--- src/rtl/vhr_pkg.sv ---
// Purpose: Shared constants and types for the vertex header read-back block.
// Assumes: Classic Wishbone register access with 32-bit data and byte addresses.
// Notes:   Topology codes are local encodings of the incoming vertex context.
package vhr_pkg;

	// Header dword positions inside a vertex entry, dword zero first.
	localparam logic [2:0] VHR_DW_COARSE   = 3'h0;
	localparam logic [2:0] VHR_DW_LAYER    = 3'h1;
	localparam logic [2:0] VHR_DW_VIEWPORT = 3'h2;
	localparam logic [2:0] VHR_DW_PT_WIDTH = 3'h3;
	localparam logic [2:0] VHR_DW_POS_X    = 3'h4;
	localparam logic [2:0] VHR_DW_POS_Y    = 3'h5;

	// Coarse pixel size halves of dword zero.
	localparam int VHR_COARSE_Y_MSB = 31;
	localparam int VHR_COARSE_Y_LSB = 16;
	localparam int VHR_COARSE_X_MSB = 15;
	localparam int VHR_COARSE_X_LSB = 0;

	// Viewport parameter sets.
	localparam int VHR_NUM_VIEWPORTS = 16;
	localparam int VHR_VP_W          = $clog2(VHR_NUM_VIEWPORTS);

	// Topology codes carried with each vertex.
	localparam int         VHR_TOPO_W                        = 6;
	localparam logic [5:0] VHR_TOPO_POINT_LIST               = 6'h01;
	localparam logic [5:0] VHR_TOPO_POINT_LIST_BACKFACE      = 6'h02;

	// Register byte offsets.
	localparam logic [3:0] VHR_REG_CTRL        = 4'h0;
	localparam logic [3:0] VHR_REG_LAYER_RANGE = 4'h4;
	localparam logic [3:0] VHR_REG_STATUS      = 4'h8;
	localparam logic [3:0] VHR_REG_LAST_LAYER  = 4'hc;

	// Control register fields.
	localparam int VHR_CTRL_FORCE_ZERO_BIT = 0;
	localparam int VHR_CTRL_CLIP_EN_BIT    = 1;
	localparam int VHR_CTRL_COARSE_VTX_BIT = 2;
	localparam int VHR_CTRL_MAX_VP_LSB     = 4;
	localparam int VHR_CTRL_W              = 8;
	localparam logic [7:0] VHR_CTRL_RST    = 8'h02;

	// Layer range register fields.
	localparam int VHR_RANGE_FIRST_LSB       = 0;
	localparam int VHR_RANGE_LAST_LSB        = 16;
	localparam logic [31:0] VHR_RANGE_RST    = 32'h07ff_0000;

	// Status register fields.
	localparam int VHR_STAT_VP_ERR_BIT = 16;

	typedef enum logic [1:0] {
		VHR_ST_HEADER = 2'b01,
		VHR_ST_TAIL   = 2'b10
	} vhr_state_e;

endpackage : vhr_pkg

--- src/rtl/vhr_vertex_header_readback.sv ---
// Purpose: Decodes the fixed header of each vertex entry and applies overrides.
// Assumes: Header dwords arrive from the return buffer on the pipeline clock.
// Notes:   Results are presented one cycle after dword five has arrived and held until the next vertex.
//
// Local design decisions: the address map and the Wishbone interface to the registers.
`timescale 1ns/100ps
`default_nettype none

// What this block does
// [RL1] Dword zero: coarse height in upper half, coarse width in lower half, float16.
// [RL2] Coarse size is used only in per-vertex coarse mode, otherwise disregarded.
// [RL3] The last pre-raster shader writes coarse size whenever it is consumed.
// [RL4] Dword one is the 32-bit layer index, read back for every vertex.
// [RL5] The layer index is forwarded to pixel payload and render target write header.
// [RL6] The shader writes zero, or an index in 0 to 2047.
// [RL7] Force-zero selects layer 0, else the index is clamped into the surface range.
// [RL8] Dword two is the viewport index choosing one of 16 sets; the code uses set zero whenever clipping is disabled.
// [RL9] With clipping enabled, the viewport index is checked against 0 to maximum.
// [RL10] A maximum viewport select of zero makes every vertex use viewport zero.
// [RL11] Dword three is point width as float32, read back by the clip unit.
// [RL12] Point width applies only to point-list and back-facing point-list vertices.
// [RL13] Dword four is position X as float32.
// [RL14] Dword five is position Y as float32, all bits.
// [RL15] Every read-back entry starts with a valid header unless shaders consume it.
// [RL16] Header dwords are consecutive from the entry start, one word each.
module vhr_vertex_header_readback
	import vhr_pkg::*;
(
	input  wire logic                  ref_clk_in,
	input  wire logic                  sys_rst_in,
	// Wishbone classic slave.
	input  wire logic                  wb_cyc_in,
	input  wire logic                  wb_stb_in,
	input  wire logic                  wb_we_in,
	input  wire logic [3:0]            wb_adr_in,
	input  wire logic [3:0]            wb_sel_in,
	input  wire logic [31:0]           wb_dat_in,
	output logic      [31:0]           wb_dat_out,
	output logic                       wb_ack_out,
	// Vertex entry words from the return buffer.
	input  wire logic                  entry_word_valid_in,
	input  wire logic                  entry_word_first_in,
	input  wire logic [31:0]           entry_word_in,
	input  wire logic [VHR_TOPO_W-1:0] entry_topology_in,
	// Decoded header.
	output logic                       vtx_valid_out,
	output logic                       coarse_use_out,
	output logic      [15:0]           coarse_size_x_out,
	output logic      [15:0]           coarse_size_y_out,
	output logic      [31:0]           pixel_payload_layer_out,
	output logic      [31:0]           render_target_write_layer_out,
	output logic      [VHR_VP_W-1:0]   viewport_select_out,
	output logic                       point_width_use_out,
	output logic      [31:0]           point_width_out,
	output logic      [31:0]           position_x_out,
	output logic      [31:0]           position_y_out
);

	typedef struct packed {
		vhr_state_e             st;
		logic [2:0]             dw_idx;
		// Header words held until the entry's last header word arrives.
		logic [31:0]            hdr_coarse;
		logic [31:0]            hdr_layer;
		logic [31:0]            hdr_viewport;
		logic [31:0]            hdr_pt_width;
		logic [31:0]            hdr_pos_x;
		logic [VHR_TOPO_W-1:0]  topology;
		// Software-visible registers.
		logic [VHR_CTRL_W-1:0]  ctrl;
		logic [31:0]            layer_range;
		logic [15:0]            vtx_count;
		logic                   vp_err;
		// Registered outputs.
		logic [31:0]            wb_dat;
		logic                   wb_ack;
		logic                   vtx_valid;
		logic                   coarse_use;
		logic [15:0]            coarse_x;
		logic [15:0]            coarse_y;
		logic [31:0]            layer_payload;
		logic [31:0]            layer_rt_write;
		logic [VHR_VP_W-1:0]    viewport;
		logic                   pt_use;
		logic [31:0]            pt_width;
		logic [31:0]            pos_x;
		logic [31:0]            pos_y;
	} vhr_regs_s;

	localparam vhr_regs_s VHR_REGS_RST = '{
		st:             VHR_ST_HEADER,
		dw_idx:         3'h0,
		hdr_coarse:     32'h0000_0000,
		hdr_layer:      32'h0000_0000,
		hdr_viewport:   32'h0000_0000,
		hdr_pt_width:   32'h0000_0000,
		hdr_pos_x:      32'h0000_0000,
		topology:       '0,
		ctrl:           VHR_CTRL_RST,
		layer_range:    VHR_RANGE_RST,
		vtx_count:      16'h0000,
		vp_err:         1'b0,
		wb_dat:         32'h0000_0000,
		wb_ack:         1'b0,
		vtx_valid:      1'b0,
		coarse_use:     1'b0,
		coarse_x:       16'h0000,
		coarse_y:       16'h0000,
		layer_payload:  32'h0000_0000,
		layer_rt_write: 32'h0000_0000,
		viewport:       '0,
		pt_use:         1'b0,
		pt_width:       32'h0000_0000,
		pos_x:          32'h0000_0000,
		pos_y:          32'h0000_0000
	};

	// Current and next state of the whole block.
	vhr_regs_s r_r;
	vhr_regs_s r_nxt;

	// Merges write data into a stored word, one byte lane per select bit.
	function automatic logic [31:0] vhr_merge(
		input logic [31:0] old_w,
		input logic [31:0] new_w,
		input logic [3:0]  sel
	);
		logic [31:0] res;
		res = old_w;
		for (int b = 0; b < 4; b++) begin
			if (sel[b]) begin
				res[8*b +: 8] = new_w[8*b +: 8];
			end
		end
		return res;
	endfunction : vhr_merge

	logic                wb_req;
	logic                wb_wr;
	logic                force_zero;
	logic                clip_en;
	logic                coarse_vtx_mode;
	logic [VHR_VP_W-1:0] max_vp;
	logic [31:0]         first_layer_bound;
	logic [31:0]         last_layer_bound;
	logic [31:0]         layer_sel;
	logic [VHR_VP_W-1:0] vp_sel;
	logic                vp_bad;
	logic                hdr_done;
	logic [31:0]         ctrl_wide;
	logic [31:0]         ctrl_merged;
	logic                pt_topo;

	// A request is taken only while ack is low, so a strobe held past its ack is not taken twice.
	always_comb begin
		wb_req            = wb_cyc_in && wb_stb_in && !r_r.wb_ack;
		wb_wr             = wb_req && wb_we_in;
		force_zero        = r_r.ctrl[VHR_CTRL_FORCE_ZERO_BIT];
		clip_en           = r_r.ctrl[VHR_CTRL_CLIP_EN_BIT];
		coarse_vtx_mode   = r_r.ctrl[VHR_CTRL_COARSE_VTX_BIT];
		max_vp            = r_r.ctrl[VHR_CTRL_MAX_VP_LSB +: VHR_VP_W];
		first_layer_bound = {16'h0000, r_r.layer_range[VHR_RANGE_FIRST_LSB +: 16]};
		last_layer_bound  = {16'h0000, r_r.layer_range[VHR_RANGE_LAST_LSB +: 16]};
		ctrl_wide         = {{(32-VHR_CTRL_W){1'b0}}, r_r.ctrl};
		ctrl_merged       = vhr_merge(ctrl_wide, wb_dat_in, wb_sel_in);
		pt_topo           = (r_r.topology == VHR_TOPO_POINT_LIST)
			|| (r_r.topology == VHR_TOPO_POINT_LIST_BACKFACE); // RL12

		// Dword five completes the header of the current entry.
		hdr_done = entry_word_valid_in && (r_r.st == VHR_ST_HEADER) && !entry_word_first_in
			&& (r_r.dw_idx == VHR_DW_POS_Y); // RL16
	end

	// The layer is forced to zero, or else clamped into the surface layer range.
	always_comb begin
		if (force_zero) begin
			layer_sel = 32'h0000_0000; // RL7
		end else if (r_r.hdr_layer < first_layer_bound) begin
			layer_sel = first_layer_bound; // RL7
		end else if (r_r.hdr_layer > last_layer_bound) begin
			layer_sel = last_layer_bound; // RL7
		end else begin
			layer_sel = r_r.hdr_layer; // RL4
		end
	end

	// Out-of-range indices and a zero maximum both fall back to viewport set zero.
	always_comb begin
		vp_bad = clip_en && (r_r.hdr_viewport > {{(32-VHR_VP_W){1'b0}}, max_vp}); // RL9
		if (!clip_en || vp_bad || (max_vp == '0)) begin
			vp_sel = '0; // RL10
		end else begin
			vp_sel = r_r.hdr_viewport[VHR_VP_W-1:0]; // RL8
		end
	end

	always_comb begin
		r_nxt           = r_r;
		r_nxt.vtx_valid = 1'b0;
		r_nxt.wb_ack    = wb_req;

		// Header capture, one dword per valid word, starting at dword zero.
		if (entry_word_valid_in) begin
			// A first marker restarts the entry, even in the middle of a header.
			if (entry_word_first_in) begin
				r_nxt.hdr_coarse = entry_word_in; // RL1
				r_nxt.topology   = entry_topology_in;
				r_nxt.dw_idx     = VHR_DW_LAYER; // RL16
				r_nxt.st         = VHR_ST_HEADER;
			end else if (r_r.st == VHR_ST_HEADER) begin
				unique case (r_r.dw_idx)
					VHR_DW_LAYER: begin
						r_nxt.hdr_layer = entry_word_in; // RL4
					end
					VHR_DW_VIEWPORT: begin
						r_nxt.hdr_viewport = entry_word_in; // RL8
					end
					VHR_DW_PT_WIDTH: begin
						r_nxt.hdr_pt_width = entry_word_in; // RL11
					end
					VHR_DW_POS_X: begin
						r_nxt.hdr_pos_x = entry_word_in; // RL13
					end
					default: begin
						// Dword five and any slot past it close the header.
						r_nxt.st = VHR_ST_TAIL;
					end
				endcase
				r_nxt.dw_idx = r_r.dw_idx + 3'h1; // RL16
			end
		end

		// Words before the first marker of an entry are not a header.
		if (r_r.st == VHR_ST_HEADER && r_r.dw_idx == VHR_DW_COARSE && entry_word_valid_in
			&& !entry_word_first_in) begin
			r_nxt.st     = VHR_ST_TAIL;
			r_nxt.dw_idx = r_r.dw_idx;
		end

		// Results of a finished header use the register values in force at its last word.
		if (hdr_done) begin
			r_nxt.vtx_valid      = 1'b1;
			r_nxt.coarse_use     = coarse_vtx_mode; // RL2
			if (coarse_vtx_mode) begin
				r_nxt.coarse_y = r_r.hdr_coarse[VHR_COARSE_Y_MSB:VHR_COARSE_Y_LSB]; // RL1
				r_nxt.coarse_x = r_r.hdr_coarse[VHR_COARSE_X_MSB:VHR_COARSE_X_LSB]; // RL1
			end else begin
				r_nxt.coarse_y = 16'h0000; // RL2
				r_nxt.coarse_x = 16'h0000; // RL2
			end
			r_nxt.layer_payload  = layer_sel; // RL5
			r_nxt.layer_rt_write = layer_sel; // RL5
			r_nxt.viewport       = vp_sel; // RL9
			r_nxt.pt_use         = pt_topo; // RL12
			if (pt_topo) begin
				r_nxt.pt_width = r_r.hdr_pt_width; // RL11
			end else begin
				r_nxt.pt_width = 32'h0000_0000; // RL12
			end
			r_nxt.pos_x          = r_r.hdr_pos_x; // RL13
			r_nxt.pos_y          = entry_word_in; // RL14
			// The vertex count wraps at its width.
			r_nxt.vtx_count      = r_r.vtx_count + 16'h0001;
		end

		// Register writes.
		if (wb_wr) begin
			unique case (wb_adr_in)
				VHR_REG_CTRL: begin
					r_nxt.ctrl = ctrl_merged[VHR_CTRL_W-1:0];
				end
				VHR_REG_LAYER_RANGE: begin
					r_nxt.layer_range = vhr_merge(r_r.layer_range, wb_dat_in, wb_sel_in);
				end
				VHR_REG_STATUS: begin
					// Writing one to the error flag clears it; a set in the same cycle still wins below.
					if (wb_sel_in[VHR_STAT_VP_ERR_BIT/8] && wb_dat_in[VHR_STAT_VP_ERR_BIT]) begin
						r_nxt.vp_err = 1'b0;
					end
				end
				VHR_REG_LAST_LAYER: begin
					// This word only mirrors the applied layer; a write leaves it alone.
				end
				default: begin
				end
			endcase
		end

		// A range violation in the same cycle as a clear still sets the flag.
		if (hdr_done && vp_bad) begin
			r_nxt.vp_err = 1'b1; // RL9
		end

		// Register reads; unmapped offsets read as zero and are still acknowledged.
		r_nxt.wb_dat = 32'h0000_0000;
		if (wb_req && !wb_we_in) begin
			unique case (wb_adr_in)
				VHR_REG_CTRL: begin
					r_nxt.wb_dat = ctrl_wide;
				end
				VHR_REG_LAYER_RANGE: begin
					r_nxt.wb_dat = r_r.layer_range;
				end
				VHR_REG_STATUS: begin
					r_nxt.wb_dat = {15'h0000, r_r.vp_err, r_r.vtx_count};
				end
				VHR_REG_LAST_LAYER: begin
					r_nxt.wb_dat = r_r.layer_payload;
				end
				default: begin
					r_nxt.wb_dat = 32'h0000_0000;
				end
			endcase
		end
	end

	// All state resets together, and every output below reads these flops directly.
	always_ff @(posedge ref_clk_in or posedge sys_rst_in) begin
		if (sys_rst_in) begin
			r_r <= VHR_REGS_RST;
		end else begin
			r_r <= r_nxt;
		end
	end

	// Bus answer.
	assign wb_dat_out                    = r_r.wb_dat;
	assign wb_ack_out                    = r_r.wb_ack;

	// Decoded header of the most recent finished vertex.
	assign vtx_valid_out                 = r_r.vtx_valid;
	assign coarse_use_out                = r_r.coarse_use;
	assign coarse_size_x_out             = r_r.coarse_x;
	assign coarse_size_y_out             = r_r.coarse_y;
	assign pixel_payload_layer_out       = r_r.layer_payload;
	assign render_target_write_layer_out = r_r.layer_rt_write;
	assign viewport_select_out           = r_r.viewport;
	assign point_width_use_out           = r_r.pt_use;
	assign point_width_out               = r_r.pt_width;
	assign position_x_out                = r_r.pos_x;
	assign position_y_out                = r_r.pos_y;

endmodule : vhr_vertex_header_readback

`default_nettype wire

--- config.mk ---
export PLATFORM = sky130hd
export DESIGN_NAME = vhr_vertex_header_readback
export DESIGN_NICKNAME = d
export VERILOG_FILES = /design/src/rtl/vhr_pkg.sv /design/src/rtl/vhr_vertex_header_readback.sv
export SDC_FILE = /design/constraint.sdc
export NUM_CORES = 1
export LEC_CHECK = 0
export ABC_AREA = 1
export BUFFER_PORTS_ARGS = -buffer_cell sky130_fd_sc_hd__clkbuf_2
export CORE_MARGIN = 2
export CORE_UTILIZATION = 37
export DETAILED_ROUTE_END_ITERATION = 8
export PLACE_DENSITY = 0.64
export SETUP_SLACK_MARGIN = 0.3
export SLEW_MARGIN = 5
export SYNTH_ARGS = -nofsm -noshare
export SYNTH_HDL_FRONTEND = slang
export SYNTH_SLANG_ARGS = --single-unit
export TNS_END_PERCENT = 1
--- constraint.sdc ---
create_clock -name ref_clk_in -period 21.4 [get_ports ref_clk_in]
set_input_delay 4.28 -clock ref_clk_in [delete_from_list [all_inputs] [get_ports ref_clk_in]]
set_output_delay 4.28 -clock ref_clk_in [all_outputs]
set_load 0.005 [all_outputs]
==> impl_metrics.ini, run 1 <==
[global_route]
grt_antenna_before_repair = 3
grt_busiest_layer = met2
globalRoute.totalOverflow = 0
met3_usage_pct = 2.98
met1_use_gr_pct = 26.4
gr-usage-all-layers_pct = 18.8
number_of_global_route_vias_before_repair = 13800
use_met2_pct = 29.5
global_route_wire_length_before_repair_mm = 78.8
grt_start_max_net_pins = 129

[setup_path]
startpoint_type = input port
crit-reg2reg-launch = r_r[458]
worst_ep_arrival_time_ps = 6860
path_depth_of_the_worst_reg2reg_path = 8
crit_type = in -> async
timing.reg2reg.setup_slack_ps = 18540
worstSetupEndpoint = position_x_out[0]
timing.critical_path.from = sys_rst_in
crit_path_max_fanout = 128
cp.required_ps = 21930
timing.rr.end = point_width_out[5]
end_kind = asynchronous set/reset pin

[run]
maxCapViolCount = 0

[floorplanning]
initial_core_util_pct = 37.3
die-width_um = 234
design.core.area_um2 = 52300
floorplan.die_area_um2 = 54600
top_level_ports = 317
die_h_um = 234
placementRows = 84

[place]
dp_hpwl_mm = 35.9
place_inst = 2880
globalplace.congestion = 0.898
placement.setup.worst_slack_ps = 14340
port_buffers = 316

[sta]
period_share_pct = 29.6
slew_headroom_pct = 22.1
timing.setup.tns_ps = 0
number_of_max_slew_violations_in_the_final_report = 0
setup_ws_ps = 15070
timing.final.hold_violations = 0
final.setup_skew_ps = 27.1
grt_setup_unrepaired = no
timing.final.crit_period_ps = 6330
max_freq_mhz = 158
setup_viols_final = 0
worst_slew_pin_slew_ps = 1170

[route]
first_iter_violations = 1268
drc = 0
avgRoutedWirePerCell_um = 17.4
vias = 14400
number_of_nets_with_antenna_violations_after_detailed_routing = 0
routed_via_density = 4.85
wl_mm = 51.7
drtPass1Iterations = 5

[logic_synthesis]
asyncSetResetFlopFracSynth_pct = 100
syn-cell-area_um2 = 19500
synth_warnings = 0
syn-mean-instance-area_um2 = 8.94
syn_nets = 2311
synth_cells = 2185
synth_top_flop_cell = dfrtp_1
number_of_synthesized_flops_with_an_enable_pin = 0
sequential_fraction_of_the_synthesis_area_pct = 54.9
synth_cell_type_count = 42
synth-seq-cells = 428

[layout]
drive_above_1_share_pct = 19.7
diodes = 0
layout.cells.most_common_list = 595 x nand2_1, 415 x dfrtp_1, 316 x clkbuf_2
syn_to_final_growth_pct = 10.2
layout_commonest_cell = nand2_1
finish.net_count = 2368
stdcell_count = 2969

[pwr]
p_leak_nw = 11.4
report.power.total_mw = 2.30
cellPowerDensity_nw_per_um2 = 107
ir_drop_mv = 0.0510

[clocking]
worst_setup_hold_path_clk_slew_ps = 60
hold_buffers = 0
htree_num_levels = 2
postCtsSetupBuffers = 0
post_cts_resized = 0
clock_insertion_delay_worst_skew_ps = 590
tritoncts = done
cts-root-to-sink-buffers = 3
clock_tree.root_cell = clkbuf_16
clock_sink_count = 428
cts_inserted_buffers = 48

[min_path]
worst_hold_path_type = reg -> reg

[outcome]
status = finished, final reports clean
-- worst min-delay path by stage --
| stage | from | end | slack (ps) | cells after the start |
|---|---|---|---|---|
| floorplan | r_r[295] | position_x_out[0] | 440 | 2 |
| detailed placement | wb_ack_out | wb_ack_out | 450 | 1 |
| global placement | wb_ack_out | wb_ack_out | 440 | 1 |
| finish | wb_ack_out | wb_ack_out | 450 | 1 |
| CTS | wb_ack_out | wb_ack_out | 460 | 1 |
| global route | wb_ack_out | wb_ack_out | 480 | 1 |
-- metal layers --
| metal | share of wire, % | routed length, um |
|---|---|---|
| met1 | 45 | 23400 |
| met2 | 46 | 23800 |
| met3 | 5.8 | 3000 |
| met4 | 3.0 | 1530 |
| met5 | 0 | 0 |
-- Yosys cell counts, types with 2 or more instances --
| master | count | share of area, % |
|---|---|---|
| o22ai_1 | 13 | 0.42 |
| nand3_2 | 4 | 0.21 |
| clkbuf_1 | 60 | 1.2 |
| o221ai_1 | 2 | 0.090 |
| mux2_2 | 6 | 0.35 |
| nand3_1 | 63 | 1.6 |
| dfstp_2 | 13 | 1.7 |
| inv_2 | 4 | 0.077 |
| dfrtp_1 | 415 | 53 |
| a221oi_1 | 8 | 0.36 |
| nor3_2 | 3 | 0.15 |
| nand2_1 | 600 | 12 |
| xor2_1 | 11 | 0.49 |
| o21ai_0 | 296 | 7.6 |
| ha_1 | 41 | 2.6 |
| buf_4 | 230 | 8.8 |
| a21oi_1 | 52 | 1.3 |
| nor3_1 | 4 | 0.10 |
| buf_2 | 29 | 0.74 |
| nor2_1 | 74 | 1.4 |
| nor2_4 | 2 | 0.12 |
| xnor2_1 | 2 | 0.090 |
| nand4_1 | 21 | 0.67 |
| inv_1 | 203 | 3.9 |
| nor4_1 | 9 | 0.29 |
| nand2_2 | 4 | 0.13 |
-- area by class of cell --
class                   count  area, um^2
flip-flops and latches    428       10700
multi-input cells        1229        5940
well taps                 688         861
repair buffers            327        1660
fillers                  5241       30800
inverters                 208         788
clock inverters            16         151
clock buffers              73        1400
-- report_power, final --
group	leakage [nW]	switching, mW	internal (mW)
Clock	0.750	0.333	0.475
Sequential	5.63	0.125	0.979
Combinational	4.99	0.230	0.162
Total	11.4	0.688	1.62
-- metrics by stage --
stage	hold WS [ps]	utilization [%]	cell area, um^2
floorplan	442	-	19500
global placement	438	38.2	20000
detailed placement	449	38.2	20000
CTS	455	41.1	21500
global route	479	41.1	21500
finish	451	41.1	21500
-- logic make-up (layout without fill, tap and decap cells) --
family	Yosys count	after routing	synth area share, %
adders and majority gates	41	41	2.63
muxes	6	6	0.346
xor gates and xnor gates	13	13	0.583
DFF	428	428	54.9
buffers and inverters	528	624	14.8
and+or+nand+nor	792	792	16.7
AOI/OAI and AO/OA	377	377	9.99
-- flip-flops by register name, summed over array words and instances, names as in the netlist, 16 cells and up --
name / count
position_y_out: 32
last_layer_bound: 16
coarse_size_y_out: 16
coarse_size_x_out: 16
r_r: 188
position_x_out: 32
render_target_write_layer_out: 32
wb_dat_out: 32
point_width_out: 32
first_layer_bound: 16
-- worst max-delay path, cell delays in order --
cell	delay, ps
clkbuf_2	120
inv_8	500
buf_4	790
buf_4	920
Power figures use the tool's default switching activity.
==> run 2: changes to the inputs <==
--- a/config.mk
+++ b/config.mk
@@ -5,7 +5,7 @@
 export SDC_FILE = /design/constraint.sdc
 export NUM_CORES = 1
 export LEC_CHECK = 0
-export ABC_AREA = 1
+export ABC_AREA = 0
 export BUFFER_PORTS_ARGS = -buffer_cell sky130_fd_sc_hd__clkbuf_2
 export CORE_MARGIN = 2
 export CORE_UTILIZATION = 37
==> constraint.sdc (replaced) <==
create_clock -name ref_clk_in -period 6.35 [get_ports ref_clk_in]
set_input_delay 1.27 -clock ref_clk_in [delete_from_list [all_inputs] [get_ports ref_clk_in]]
set_output_delay 1.27 -clock ref_clk_in [all_outputs]
set_load 0.005 [all_outputs]
==> run 2 against run 1 <==
Clock skew increased by 10 ps. Critical path type is now in -> reg. Synthesized cell count is 18% lower. Core utilization increased by 0.48 points. Worst setup slack worse by 12000 ps. Largest cell class unchanged. Critical path depth increased by 3. Largest power group unchanged. Power grew to 3.4 times the previous value.
==> impl_metrics.ini, run 2 <==
[outcome]
status = finished, final reports clean

[place]
port_buffers = 316
placement.setup.worst_slack_ps = 2200
place_inst = 2489
globalplace.congestion = 0.853
dp_hpwl_mm = 34.2

[logic_synthesis]
synth-seq-cells = 428
ys_top_cells_by_count = 415 x dfrtp_1, 359 x nand2_1, 228 x buf_4
syn-cell-area_um2 = 19600
sequential_fraction_of_the_synthesis_area_pct = 54.8
synth_cell_type_count = 52
syn_nets = 1907
synth_warnings = 0
asyncSetResetFlopFracSynth_pct = 100
synth_top_cell_by_area = dfrtp_1
number_of_synthesized_flops_with_an_enable_pin = 0
post-synth-top-count-cell = dfrtp_1
synthDominantCellAreaShare_pct = 53.0
synth_cells = 1781
synth.top_cells.by_area = dfrtp_1 53%, mux2_2 12%, buf_4 8.7%
synth_top_flop_cell = dfrtp_1
syn-mean-instance-area_um2 = 11.0

[layout]
largest_register_ff_count = 188
layout_commonest_cell = dfrtp_1
stdcell_count = 2578
syn_to_final_growth_pct = 11.4
finish.net_count = 1977
diodes = 0
final_util_pct = 41.6
fill_cells = 4991
layout.cells.most_common_list = 415 x dfrtp_1, 358 x nand2_1, 316 x clkbuf_2
drive_above_1_share_pct = 34.5
max_flop_register = r_r

[route]
met3RoutedLength_mm = 3.49
vias = 13100
avgRoutedWirePerCell_um = 19.6
drtPass1Iterations = 5
routedLengthMet1_mm = 21.1
drc = 0
highest-signal-layer = met4
wl_mm = 50.6
routed_via_density = 5.09
first_iter_violations = 850
wl_met2_mm = 24.5
number_of_nets_with_antenna_violations_after_detailed_routing = 0

[floorplanning]
top_level_ports = 317
die-width_um = 234
design.core.area_um2 = 52400
placementRows = 84
floorplan.die_area_um2 = 54800
die_h_um = 234
initial_core_util_pct = 37.3

[clocking]
htree_num_levels = 2
cts-root-to-sink-buffers = 3
tritoncts = done
worst_setup_hold_path_clk_slew_ps = 60
hold_buffers = 0
cts_inserted_buffers = 48
clock_sink_count = 428
post_cts_resized = 0
clock_insertion_delay_worst_skew_ps = 600
clock_tree.root_cell = clkbuf_16
postCtsSetupBuffers = 0

[sta]
timing.final.hold_violations = 0
setup_viols_final = 0
worst_slew_pin_slew_ps = 1210
timing.final.crit_period_ps = 3570
final.setup_skew_ps = 37.2
max_freq_mhz = 280
period_share_pct = 56.2
slew_headroom_pct = 18.9
number_of_max_slew_violations_in_the_final_report = 0
setup_ws_ps = 2780
grt_setup_unrepaired = no

[setup_path]
cpLargestDelayFamily = buffers and inverters
cpMaxStageDelayCell = buf_4
crit_type = in -> reg
crit_path_max_fanout = 88
crit_path_cell_trace = clkbuf_2 -> and4bb_1 -> nand3_4 -> buf_4 -> buf_4 -> a22oi_1 -> a31oi_1
end_kind = flop
worst_ep_arrival_time_ps = 4060
worst-path-buf-inv = 3
startpoint_type = input port
critPathMaxStageDelay_ps = 790
worst_path_most_repeated_cell = buf_4
cp.required_ps = 6840

[global_route]
grt_start_max_net_pins = 172
number_of_global_route_vias_before_repair = 13200
grt_antenna_before_repair = 0
global_route_wire_length_before_repair_mm = 77.0
globalRoute.totalOverflow = 0
gr-usage-all-layers_pct = 18.4

[min_path]
worst_hold_path_type = reg -> reg

[run]
maxCapViolCount = 0

[pwr]
ir_drop_mv = 0.195
cellPowerDensity_nw_per_um2 = 361
p_leak_nw = 11.0
[run 2: through the flow]
stage | cell area, um^2 | TNS, ps | hold slack [ps] | total power [mW]
floorplan | 19600 | -285020 | 435 | 4.67
global placement | 20200 | 0 | 447 | 4.97
detailed placement | 20200 | 0 | 452 | 5.07
CTS | 21800 | 0 | 450 | 7.96
global route | 21800 | 0 | 466 | 8.29
finish | 21800 | 0 | 455 | 7.89
[run 2: where the power goes]
group | leakage [nW] | switching (mW) | internal [mW]
clock | 0.809 | 1.18 | 1.68
sequential | 5.68 | 0.388 | 3.27
combinational | 4.49 | 0.692 | 0.681
[run 2: logic make-up after synthesis]
logic type / share of synthesized area [%]
fa+ha+maj: 2.62
mux: 11.8
buf+inv: 11.3
xor+xnor: 0.716
flops: 54.8
compound gates: 5.48
simple gates: 13.2
[run 2: final timing paths]
check | start | to | slack (ps) | cells after the start
max reg2reg | r_r[456] | render_target_write_layer_out[1] | 3150 | 7
min in group asynchronous | sys_rst_in | r_r[342] | 940 | 2
max | entry_word_first_in | render_target_write_layer_out[1] | 2780 | 7
max in group asynchronous | sys_rst_in | r_r[305] | 3910 | 3
min reg2reg | r_r[305] | position_x_out[10] | 460 | 2
min | r_r[305] | position_x_out[10] | 460 | 2
[run 2: worst register-to-register path, stage by stage, from the launching register on]
cell	delay, ps
dfrtp_1	390
inv_1	100
ha_1	250
nand3_4	330
buf_4	710
buf_4	800
a22oi_1	330
a31oi_1	190
[run 2: area by class of cell]
type,instances,area [um^2],share of cell area (%)
clock buffers,63,1350,6.17
multi-input cells,998,6690,30.6
inverters,43,168,0.768
flip-flops and latches,428,10700,49.2
repair buffers,332,1730,7.91
clock inverters,26,308,1.41
well taps,688,861,3.94
[run 2: metal layers]
metal / track usage [%] / vias to the layer above
met1: 23.3 / 6655
met5: 0 / -
met3: 4.41 / 94
met2: 30.6 / 421
met4: 6.45 / 0
li1: - / 5948
